<file path="src/rtl/ppm_regs.vh">
`ifndef PPM_REGS_VH
`define PPM_REGS_VH

// Register byte offsets
`define PPM_CAP_HDR_OFS       8'h50
`define PPM_CTRL_STAT_OFS     8'h54

// Capability header fixed pattern and field positions
`define PPM_CAP_HDR_BASE      32'h40000001
`define PPM_CAP_D2_BIT        26
`define PPM_CAP_D1_BIT        25
`define PPM_CAP_DSI_BIT       21
`define PPM_CAP_CLK_BIT       19
`define PPM_CAP_VER_LO        16

// Control/status field positions
`define PPM_CS_WAKE_FLAG_BIT  15
`define PPM_CS_WAKE_EN_BIT    8
`define PPM_CS_KEEP_CTX_BIT   3

// Power state encodings
`define PPM_PS_D0             2'h0
`define PPM_PS_D1             2'h1
`define PPM_PS_D2             2'h2
`define PPM_PS_D3HOT          2'h3

// Length of the internal soft reset pulse, in clock cycles
`define PPM_SOFT_RST_CYCLES   4'h4

`endif

</file>
<file path="src/rtl/ppm_pci_pm_cap.v">
`timescale 1ns/10ps
`include "ppm_regs.vh"

module ppm_pci_pm_cap (
    // Clock and power-up reset
    input  wire        mclk_in,
    input  wire        reset_n_in,
    // Hardware (system/bus segment) reset, same clock domain
    input  wire        hw_reset_n_in,
    // Register port
    input  wire [7:0]  addr_in,
    input  wire [31:0] wdata_in,
    input  wire        wr_in,
    input  wire        rd_in,
    output reg  [31:0] rdata_out,
    // EEPROM configuration, sampled while the load strobe is high
    input  wire        ee_load_in,
    input  wire        ee_d2_sup_in,
    input  wire        ee_d1_sup_in,
    input  wire        ee_dsi_in,
    input  wire        wake_needs_clock_cfg_in,
    input  wire [2:0]  ee_pm_ver_in,
    // Power-management event from the wake logic
    input  wire        pm_event_in,
    // Wake request pin, open drain, active low on the wire
    output reg         wake_request_pin_out,
    output reg         wake_request_pin_oe_out,
    // Power state and context control
    output reg  [1:0]  power_state_out,
    output reg         soft_reset_out,
    output reg         keep_ctx_out
);

    // Header fields loaded from EEPROM
    reg        cap_d2;
    reg        cap_d1;
    reg        cap_dsi;
    reg        cap_clk;
    reg [2:0]  cap_ver;
    // Control/status state
    reg        wake_event_flag;
    reg        wake_signal_enable;
    reg        keep_ctx;
    reg [1:0]  pwr_state;
    reg [3:0]  srst_cnt;
    // Next values
    reg        next_wake_event_flag;
    reg        next_wake_signal_enable;
    reg        next_keep_ctx;
    reg [1:0]  next_pwr_state;
    reg [3:0]  next_srst_cnt;

    // Read data before it is registered
    reg [31:0] next_rdata;

    // Register decodes; the header has no write decode on purpose
    wire       wr_cs;
    wire       rd_cap;
    wire       rd_cs;
    wire       sw_leave_d3;

    assign wr_cs  = wr_in && (addr_in == `PPM_CTRL_STAT_OFS);
    assign rd_cap = rd_in && (addr_in == `PPM_CAP_HDR_OFS);
    assign rd_cs  = rd_in && (addr_in == `PPM_CTRL_STAT_OFS);
    // Software request from D3hot back to D0
    assign sw_leave_d3 = wr_cs && (pwr_state == `PPM_PS_D3HOT) &&
                         (wdata_in[1:0] == `PPM_PS_D0);

    // Assemble the header word from fixed pattern and loaded fields
    function [31:0] cap_word;
        input       d2;
        input       d1;
        input       dsi;
        input       clk;
        input [2:0] ver;
        begin
            cap_word = `PPM_CAP_HDR_BASE;
            cap_word[`PPM_CAP_D2_BIT]  = d2;
            cap_word[`PPM_CAP_D1_BIT]  = d1;
            cap_word[`PPM_CAP_DSI_BIT] = dsi;
            cap_word[`PPM_CAP_CLK_BIT] = clk;
            cap_word[`PPM_CAP_VER_LO +: 3] = ver;
        end
    endfunction

    // Assemble the control/status word; reserved bits stay zero
    function [31:0] cs_word;
        input       flag;
        input       en;
        input       kc;
        input [1:0] ps;
        begin
            cs_word = 32'h00000000;
            cs_word[`PPM_CS_WAKE_FLAG_BIT] = flag;
            cs_word[`PPM_CS_WAKE_EN_BIT]   = en;
            cs_word[`PPM_CS_KEEP_CTX_BIT]  = kc;
            cs_word[1:0] = ps;
        end
    endfunction

    // EEPROM load of the support bits; the header has no write path
    always @(posedge mclk_in) begin
        if (!reset_n_in) begin
            cap_d2  <= 1'b0;
            cap_d1  <= 1'b0;
            cap_dsi <= 1'b0;
        end else if (ee_load_in) begin
            cap_d2  <= ee_d2_sup_in;
            cap_d1  <= ee_d1_sup_in;
            cap_dsi <= ee_dsi_in;
        end
    end

    // EEPROM load of the wake-needs-clock bit
    always @(posedge mclk_in) begin
        if (!reset_n_in)
            cap_clk <= 1'b0;
        else if (ee_load_in)
            cap_clk <= wake_needs_clock_cfg_in;
    end

    // EEPROM load of the version field
    always @(posedge mclk_in) begin
        if (!reset_n_in)
            cap_ver <= 3'h0;
        else if (ee_load_in)
            cap_ver <= ee_pm_ver_in;
    end

    // Next wake flag; the event beats a same-cycle clear
    always @* begin
        next_wake_event_flag = wake_event_flag;
        if (wr_cs && wdata_in[`PPM_CS_WAKE_FLAG_BIT])
            next_wake_event_flag = 1'b0;
        if (pm_event_in)
            next_wake_event_flag = 1'b1;
    end

    // Next wake enable; system reset does not reach it
    always @* begin
        next_wake_signal_enable = wake_signal_enable;
        if (wr_cs)
            next_wake_signal_enable = wdata_in[`PPM_CS_WAKE_EN_BIT];
    end

    // Next keep-context; system reset drops it so D0 is uninitialized
    always @* begin
        next_keep_ctx = keep_ctx;
        if (wr_cs)
            next_keep_ctx = wdata_in[`PPM_CS_KEEP_CTX_BIT];
        if (!hw_reset_n_in)
            next_keep_ctx = 1'b0;
    end

    // Next power state; system reset forces D0
    always @* begin
        next_pwr_state = pwr_state;
        if (wr_cs)
            next_pwr_state = wdata_in[1:0];
        if (!hw_reset_n_in)
            next_pwr_state = `PPM_PS_D0;
    end

    // Soft reset counter; uses the stored keep-context, not the written one
    always @* begin
        next_srst_cnt = srst_cnt;
        if (srst_cnt != 4'h0)
            next_srst_cnt = srst_cnt - 4'h1;
        if (sw_leave_d3 && !keep_ctx)
            next_srst_cnt = `PPM_SOFT_RST_CYCLES;
        // Keep-context set: no new pulse is started
        if (!hw_reset_n_in)
            next_srst_cnt = 4'h0;
    end

    // Wake flag; only power-up reset clears it here
    always @(posedge mclk_in) begin
        if (!reset_n_in)
            wake_event_flag <= 1'b0;
        else
            wake_event_flag <= next_wake_event_flag;
    end

    // Wake enable; power-up reset only
    always @(posedge mclk_in) begin
        if (!reset_n_in)
            wake_signal_enable <= 1'b0;
        else
            wake_signal_enable <= next_wake_signal_enable;
    end

    // Keep-context bit
    always @(posedge mclk_in) begin
        if (!reset_n_in)
            keep_ctx <= 1'b0;
        else
            keep_ctx <= next_keep_ctx;
    end

    // Power state, D0 after power-up
    always @(posedge mclk_in) begin
        if (!reset_n_in)
            pwr_state <= `PPM_PS_D0;
        else
            pwr_state <= next_pwr_state;
    end

    // Soft reset counter
    always @(posedge mclk_in) begin
        if (!reset_n_in)
            srst_cnt <= 4'h0;
        else
            srst_cnt <= next_srst_cnt;
    end

    // Open drain: data held low, only the enable moves
    always @(posedge mclk_in) begin
        wake_request_pin_out <= 1'b0;
    end

    // Pin enable follows next values, saving a cycle of wake latency
    always @(posedge mclk_in) begin
        if (!reset_n_in)
            wake_request_pin_oe_out <= 1'b0;
        else
            wake_request_pin_oe_out <= next_wake_event_flag &&
                                       next_wake_signal_enable;
    end

    // Power state copy for the rest of the chip
    always @(posedge mclk_in) begin
        if (!reset_n_in)
            power_state_out <= `PPM_PS_D0;
        else
            power_state_out <= next_pwr_state;
    end

    // Soft reset pulse, high while the counter runs
    always @(posedge mclk_in) begin
        if (!reset_n_in)
            soft_reset_out <= 1'b0;
        else
            soft_reset_out <= (next_srst_cnt != 4'h0);
    end

    // Keep-context copy
    always @(posedge mclk_in) begin
        if (!reset_n_in)
            keep_ctx_out <= 1'b0;
        else
            keep_ctx_out <= next_keep_ctx;
    end

    // Read mux; unmapped addresses and idle cycles read zero
    always @* begin
        next_rdata = 32'h00000000;
        if (rd_cap)
            next_rdata = cap_word(cap_d2, cap_d1, cap_dsi, cap_clk, cap_ver);
        else if (rd_cs)
            next_rdata = cs_word(wake_event_flag, wake_signal_enable,
                                 keep_ctx, pwr_state);
    end

    // Read data stands only in the cycle after the strobe
    always @(posedge mclk_in) begin
        if (!reset_n_in)
            rdata_out <= 32'h00000000;
        else
            rdata_out <= next_rdata;
    end

endmodule

</file>
<file path="config.mk">
export PLATFORM = sky130hd
export DESIGN_NAME = ppm_pci_pm_cap
export DESIGN_NICKNAME = d
export VERILOG_FILES = /design/src/rtl/ppm_pci_pm_cap.v
export VERILOG_INCLUDE_DIRS = /design/src /design/src/rtl
export SDC_FILE = /design/constraint.sdc
export NUM_CORES = 1
export LEC_CHECK = 0
export ABC_AREA = 1
export BUFFER_PORTS_ARGS = -buffer_cell sky130_fd_sc_hd__clkbuf_2
export CAP_MARGIN = 20
export CORE_ASPECT_RATIO = 0.75
export CORE_MARGIN = 5
export CORE_UTILIZATION = 43
export DETAILED_ROUTE_END_ITERATION = 6
export PLACE_DENSITY = 0.92
export SETUP_SLACK_MARGIN = 0.15
export SLEW_MARGIN = 20
export SYNTH_ARGS = -nofsm -noshare
export SYNTH_HDL_FRONTEND = slang
export SYNTH_SLANG_ARGS = --single-unit
</file>
<file path="constraint.sdc">
create_clock -name mclk_in -period 3.5 [get_ports mclk_in]
set_clock_uncertainty 0.2 [all_clocks]
set_input_delay 0.525 -clock mclk_in [delete_from_list [all_inputs] [get_ports mclk_in]]
set_output_delay 0.525 -clock mclk_in [all_outputs]
set_load 0.005 [all_outputs]
</file>
After elaboration in Yosys (flattened, before gate mapping)
Index checks and enable logic that the tools add are counted.

storage, ports and cells
  register bits after elaboration = 50
  input port bits = 54
  output and inout bits = 38
  word-level logic and storage cells = 44

operators by class
  add/sub/neg operators = 1
  equality and inequality tests = 3
  muxes and demuxes = 8
  bitwise gates (word level) = 2
  reduce and logical (&&, ||, !) cells = 15

operators by type and width
  kind                                                                number
  31-bit two-way mux                                                  1
  8-bit by 7-bit == test with 1-bit output, second input constant     2
  16-bit two-way mux                                                  1
  4-bit two-way mux                                                   3
  1-bit logical AND                                                   8
  4-bit nonzero test                                                  2
  4-bit by 1-bit subtractor with 4-bit output, second input constant  1
  1-bit two-way mux                                                   3
  3-bit OR reduction                                                  1
  2-bit == test, second input constant                                1
  2-bit zero test                                                     1
  1-bit NOT                                                           2
  2-bit AND reduction                                                 1
  2-bit OR reduction                                                  1
  1-bit zero test                                                     1

Longest topological paths before layout
  depth in word-level cells = 8
  depth in mapped cells = 10
  depth with buffers taken out = 10

Worst setup path before layout
Ideal clock, no wire load.

  path kind = input port to flip-flop
  start = in addr_in[5]
  end = reg wake_request_pin_oe_out
  library setup time = 0.119 ns
  arrival = 1.259 ns
  data required time = 3.181 ns
  slack = 1.922 ns
  stages on the path = 7
  buffers on the path = 0
  path through = nor2_2 nand2_1 nor2_4 nand2_4 nor2_2 nor2_4 nor2b_2

between the ends
  word-level cells in the longest chain between the ends = 6
  elaborated cells between the ends (all ways) = 7
  those cells by class = eq/ne: 1; mux: 3; reduce/logical: 3

RTL lines
  item                                                  line                  RTL
  start: declaration                                    ppm_pci_pm_cap.v:11   input wire [7:0] addr_in,
  8-bit by 7-bit == test with 1-bit output (no line) *  -
  1-bit logical AND *                                   ppm_pci_pm_cap.v:62   assign wr_cs = wr_in && (addr_in == `PPM_CTRL_STAT_OFS);
  1-bit logical AND                                     ppm_pci_pm_cap.v:133  if (wr_cs && wdata_in[`PPM_CS_WAKE_FLAG_BIT])
  1-bit two-way mux                                     ppm_pci_pm_cap.v:133
  1-bit two-way mux                                     ppm_pci_pm_cap.v:135  if (pm_event_in)
  1-bit logical AND *                                   ppm_pci_pm_cap.v:226  wake_request_pin_oe_out <= next_wake_event_flag &&
  end signal: assignment                                ppm_pci_pm_cap.v:226
  end: declaration                                      ppm_pci_pm_cap.v:27   output reg wake_request_pin_oe_out,

Every way passes the cells marked *; elsewhere a longest branch is shown, timed or not.
A chain may end at the register's enable or synchronous reset.

Worst setup path in the final report
  start = reg srst_cnt[0]
  end = reg soft_reset_out

between the ends
  word-level cells in the longest chain between the ends = 5
  elaborated cells between the ends (all ways) = 6
  those cells by class = add/sub: 1; mux: 3; reduce/logical: 2

RTL lines
  item                                                                               line                                        RTL
  start: declaration                                                                 ppm_pci_pm_cap.v:45                         reg [3:0] srst_cnt;
  start signal: assignment                                                           ppm_pci_pm_cap.v:213                        srst_cnt <= next_srst_cnt;
  4-bit by 1-bit subtractor with 4-bit output or 4-bit nonzero test (tied branches)  ppm_pci_pm_cap.v:168, ppm_pci_pm_cap.v:167
  4-bit two-way mux *                                                                ppm_pci_pm_cap.v:167                        if (srst_cnt != 4'h0)
  4-bit two-way mux *                                                                ppm_pci_pm_cap.v:169                        if (sw_leave_d3 && !keep_ctx)
  4-bit two-way mux *                                                                ppm_pci_pm_cap.v:172                        if (!hw_reset_n_in)
  4-bit nonzero test *                                                               ppm_pci_pm_cap.v:243                        soft_reset_out <= (next_srst_cnt != 4'h0);
  end signal: assignment                                                             ppm_pci_pm_cap.v:243
  end: declaration                                                                   ppm_pci_pm_cap.v:30                         output reg soft_reset_out,

Marks and branches as above.

==> qor.csv <==
metric,value,unit
Ys Warns,0,
Post-Layout Cell Count,249,
DRC Markers,0,
fin. max-slew vios,0,
Vias/cell,4.165,
post-synthesis xor/xnor area fraction,0.6750,%
largest family of logic cells by synthesized area,buffers and inverters,
simple-gate portion of the synthesized area,19.77,%
hpwl dp,1934,um
CTS H-tree lvls,2,
routability cong.,0.8368,
placed cell count,243,
dominant cell type by area after synthesis,dfxtp_1,
initial antenna violation count,0,
Post-CTS Setup Inserts,0,
Tcrit/Tclk final,42.95,%
vias in the first global route,941,
Setup WS post-layout,1.997,ns
Starting Density,44.53,%
I/O pins,92,
worst r2r src,srst_cnt[0]$_SDFF_PN0_,
Final Critical Period,1.503,ns
sw frac,29.62,%
DR WL/cell,9.602,um
synthesized flop and latch total,31,
"Clk pin slew, worst setup/hold paths",0.06,ns
hold depth,2,
first-pass GRT wire length,3808,um
outcome,finished clean,
crit path max fanout,5,
CP arrival,1.52,ns
core area,2914,um^2
Root Buffer,clkbuf_8,
maximum clock path buffer count,2,
Total Neg Setup Slack,0,ns
worst reg-to-reg setup slack,2.00,ns
Place WS,1.743,ns
Die Ht,57.57,um
clk sink count,31,
worst hold endpoint,rdata_out[15]$_SDFF_PP0_,
1st-pass router iterations,4,
Syn Area/Cell,7.912,um^2
worst path cell trace,"inv_1, ha_1, nand3_1, o21ai_0, nand3_1, nand2_1, inv_1, nand2_1",
hold_sp,wake_event_flag$_SDFF_PN0_,
grt total ovfl,0,
row count,17,
post-synthesis sequential area ratio,47.83,%
Logic pwr share,25.4,%
R2R depth,8,
post-synthesis compound-gate area fraction,9.257,%
die width,73.43,um
startpoint types,flip-flop,
RSZ-0062 raised after global routing,false,
CP max stage delay,0.32,ns
IO Port Bufs,44,
synth unique cells,23,
Hold Crit Class,flip-flop to flip-flop,
die area,4227,um^2
synthesized cell area,1297,um^2
Seq pwr share,46.1,%
Skew-Pair Late Insertion Delay,0.27,ns
Worst IR Drop VDD,0.2142,mV
worst r2r dst,soft_reset_out$_SDFF_PN0_,
CP required,3.51,ns
LEAKAGE,0.8301,nW
final hold vios,0,
Yosys top cell area share,47.83,%
mux contribution to synthesized area,0,%
Clock power frac,28.5,%
internal power,598.4,uW
layout cells sized above 1,27.96,%
Fmax achieved,665.3,MHz
Buf/Inv on CP,2,
Overall Global Routing Usage,12.09,%
cell class contributing the biggest share of worst-path delay,simple AND/OR/NAND/NOR gates,
# diodes,0,
FILL cells,278,
slowest CP cell,dfxtp_1,
Setup CP Type,flip-flop to flip-flop,
Post-layout nets,267,
cts repair resizes,0,
number of max-cap violations,0,
# setup viols final,0,
Critical Path End Type,flip-flop,
adder-cell share of the synthesized area,0.9643,%
number of CTS-inserted buffers,5,
DRT Wirelength,2391,um
Cells after Synth,164,
CTS Hold Buffers Added,0,
drt initial violations,73,
Synth area leaders,"dfxtp_1, buf_4, inv_1, nor2_1, o21ai_0",
P_sw,251.8,uW
Via Count,1037,
pin count of the biggest net entering global routing,15,
post-route antenna net violation count,0,
CTS tree,done,
Pwr Density,548.5,nW/um^2
Syn-to-layout area delta,19.48,%
## worst max-delay path by stage
| stage | slack, ns | depth (start not counted) | to | startpoint |
|---|---|---|---|---|
| global route | 1.86 | 8 | soft_reset_out$_SDFF_PN0_ | srst_cnt[0]$_SDFF_PN0_ |
| CTS | 1.99 | 8 | soft_reset_out$_SDFF_PN0_ | srst_cnt[0]$_SDFF_PN0_ |
| floorplan | 1.92 | 7 | wake_request_pin_oe_out$_SDFF_PN0_ | addr_in[5] |
| finish | 2.00 | 8 | soft_reset_out$_SDFF_PN0_ | srst_cnt[0]$_SDFF_PN0_ |
| detailed placement | 1.74 | 8 | wake_request_pin_oe_out$_SDFF_PN0_ | addr_in[5] |
| global placement | 1.76 | 8 | wake_request_pin_oe_out$_SDFF_PN0_ | addr_in[5] |
## cell type report
type	instances	area (um^2)	area share, %
clock buffer	6	72.57	4.681
inverter	31	116.4	7.506
multi-input combinational	99	473.0	30.51
tap	38	47.55	3.067
timing repair buffer	44	220.2	14.20
sequential	31	620.6	40.03
## power by group through the flow
stage | combinational [mW] | clock, mW | sequential (mW)
after global routing | 0.255 | 0.267 | 0.395
after CTS | 0.217 | 0.250 | 0.392
after global placement | 0.206 | 0 | 0.398
after detailed placement | 0.215 | 0 | 0.400
final | 0.216 | 0.242 | 0.392
after floorplan | 0.185 | 0 | 0.398
## stage by stage
step / util [%] / power [mW] / instance area [um^2] / hold WS [ns]
finish: 53.20 / 0.8502 / 1550 / 0.2326
global route: 53.20 / 0.9164 / 1550 / 0.2519
CTS: 53.20 / 0.8582 / 1550 / 0.2327
detailed placement: 50.71 / 0.6148 / 1478 / 0.2243
global placement: 50.71 / 0.6048 / 1478 / 0.2161
floorplan: - / 0.5834 / 1369 / 0.2084
## worst min-delay path, delay by kind of cell (launching register included)
family                 cells  cell delay, ns
flip-flops                 1            0.31
AND/OR/NAND/NOR            1            0.04
buffers and inverters      1            0.05
## cell usage after synthesis, drive strengths merged
cell type / number
nand2: 17
o21ai: 13
dfxtp: 31
clkbuf: 1
conb: 1
a21oi: 11
nand4: 1
buf: 21
inv: 31
and3: 1
xor2: 1
ha: 1
nor2b: 1
nor2: 25
nand3: 8
## placed cells by master (no fill, tap or decap), types with 5 or more instances in the layout
cell type  synthesis  layout
conb_1             1      20
inv_1             30      30
o21ai_0           12      12
nor2_1            21      21
dfxtp_1           31      31
nand3_1            7       7
a21oi_1           11      11
clkbuf_8           0       5
nand2_1           14      14
clkbuf_2           0      44
## logic make-up (layout without fill, tap and decap cells)
kind of cell,after synthesis,in the layout
adders and majority gates,1,1
xor gates and xnor gates,1,1
other,1,20
and+or+nand+nor,53,53
AOI/OAI and AO/OA,24,24
buffers and inverters,53,81
DFF,31,31
## routing by layer
| metal | GRT usage [%] | share of wire (%) |
|---|---|---|
| met4 | 5.943 | 1.5 |
| met3 | 6.162 | 11 |
| met1 | 13.38 | 41 |
| met5 | 0 | 0 |
| met2 | 19.11 | 47 |
## state kept, by name (all words and copies together) (netlist names)
register                 cells
wake_request_pin_oe_out      1
cap_clk                      1
power_state_out              2
cap_d1                       1
soft_reset_out               1
keep_ctx_out                 1
rdata_out                   13
cap_ver                      3
cap_d2                       1
wake_event_flag              1
wake_signal_enable           1
srst_cnt                     4
cap_dsi                      1
Note: power is estimated with default switching activity, not from simulation.
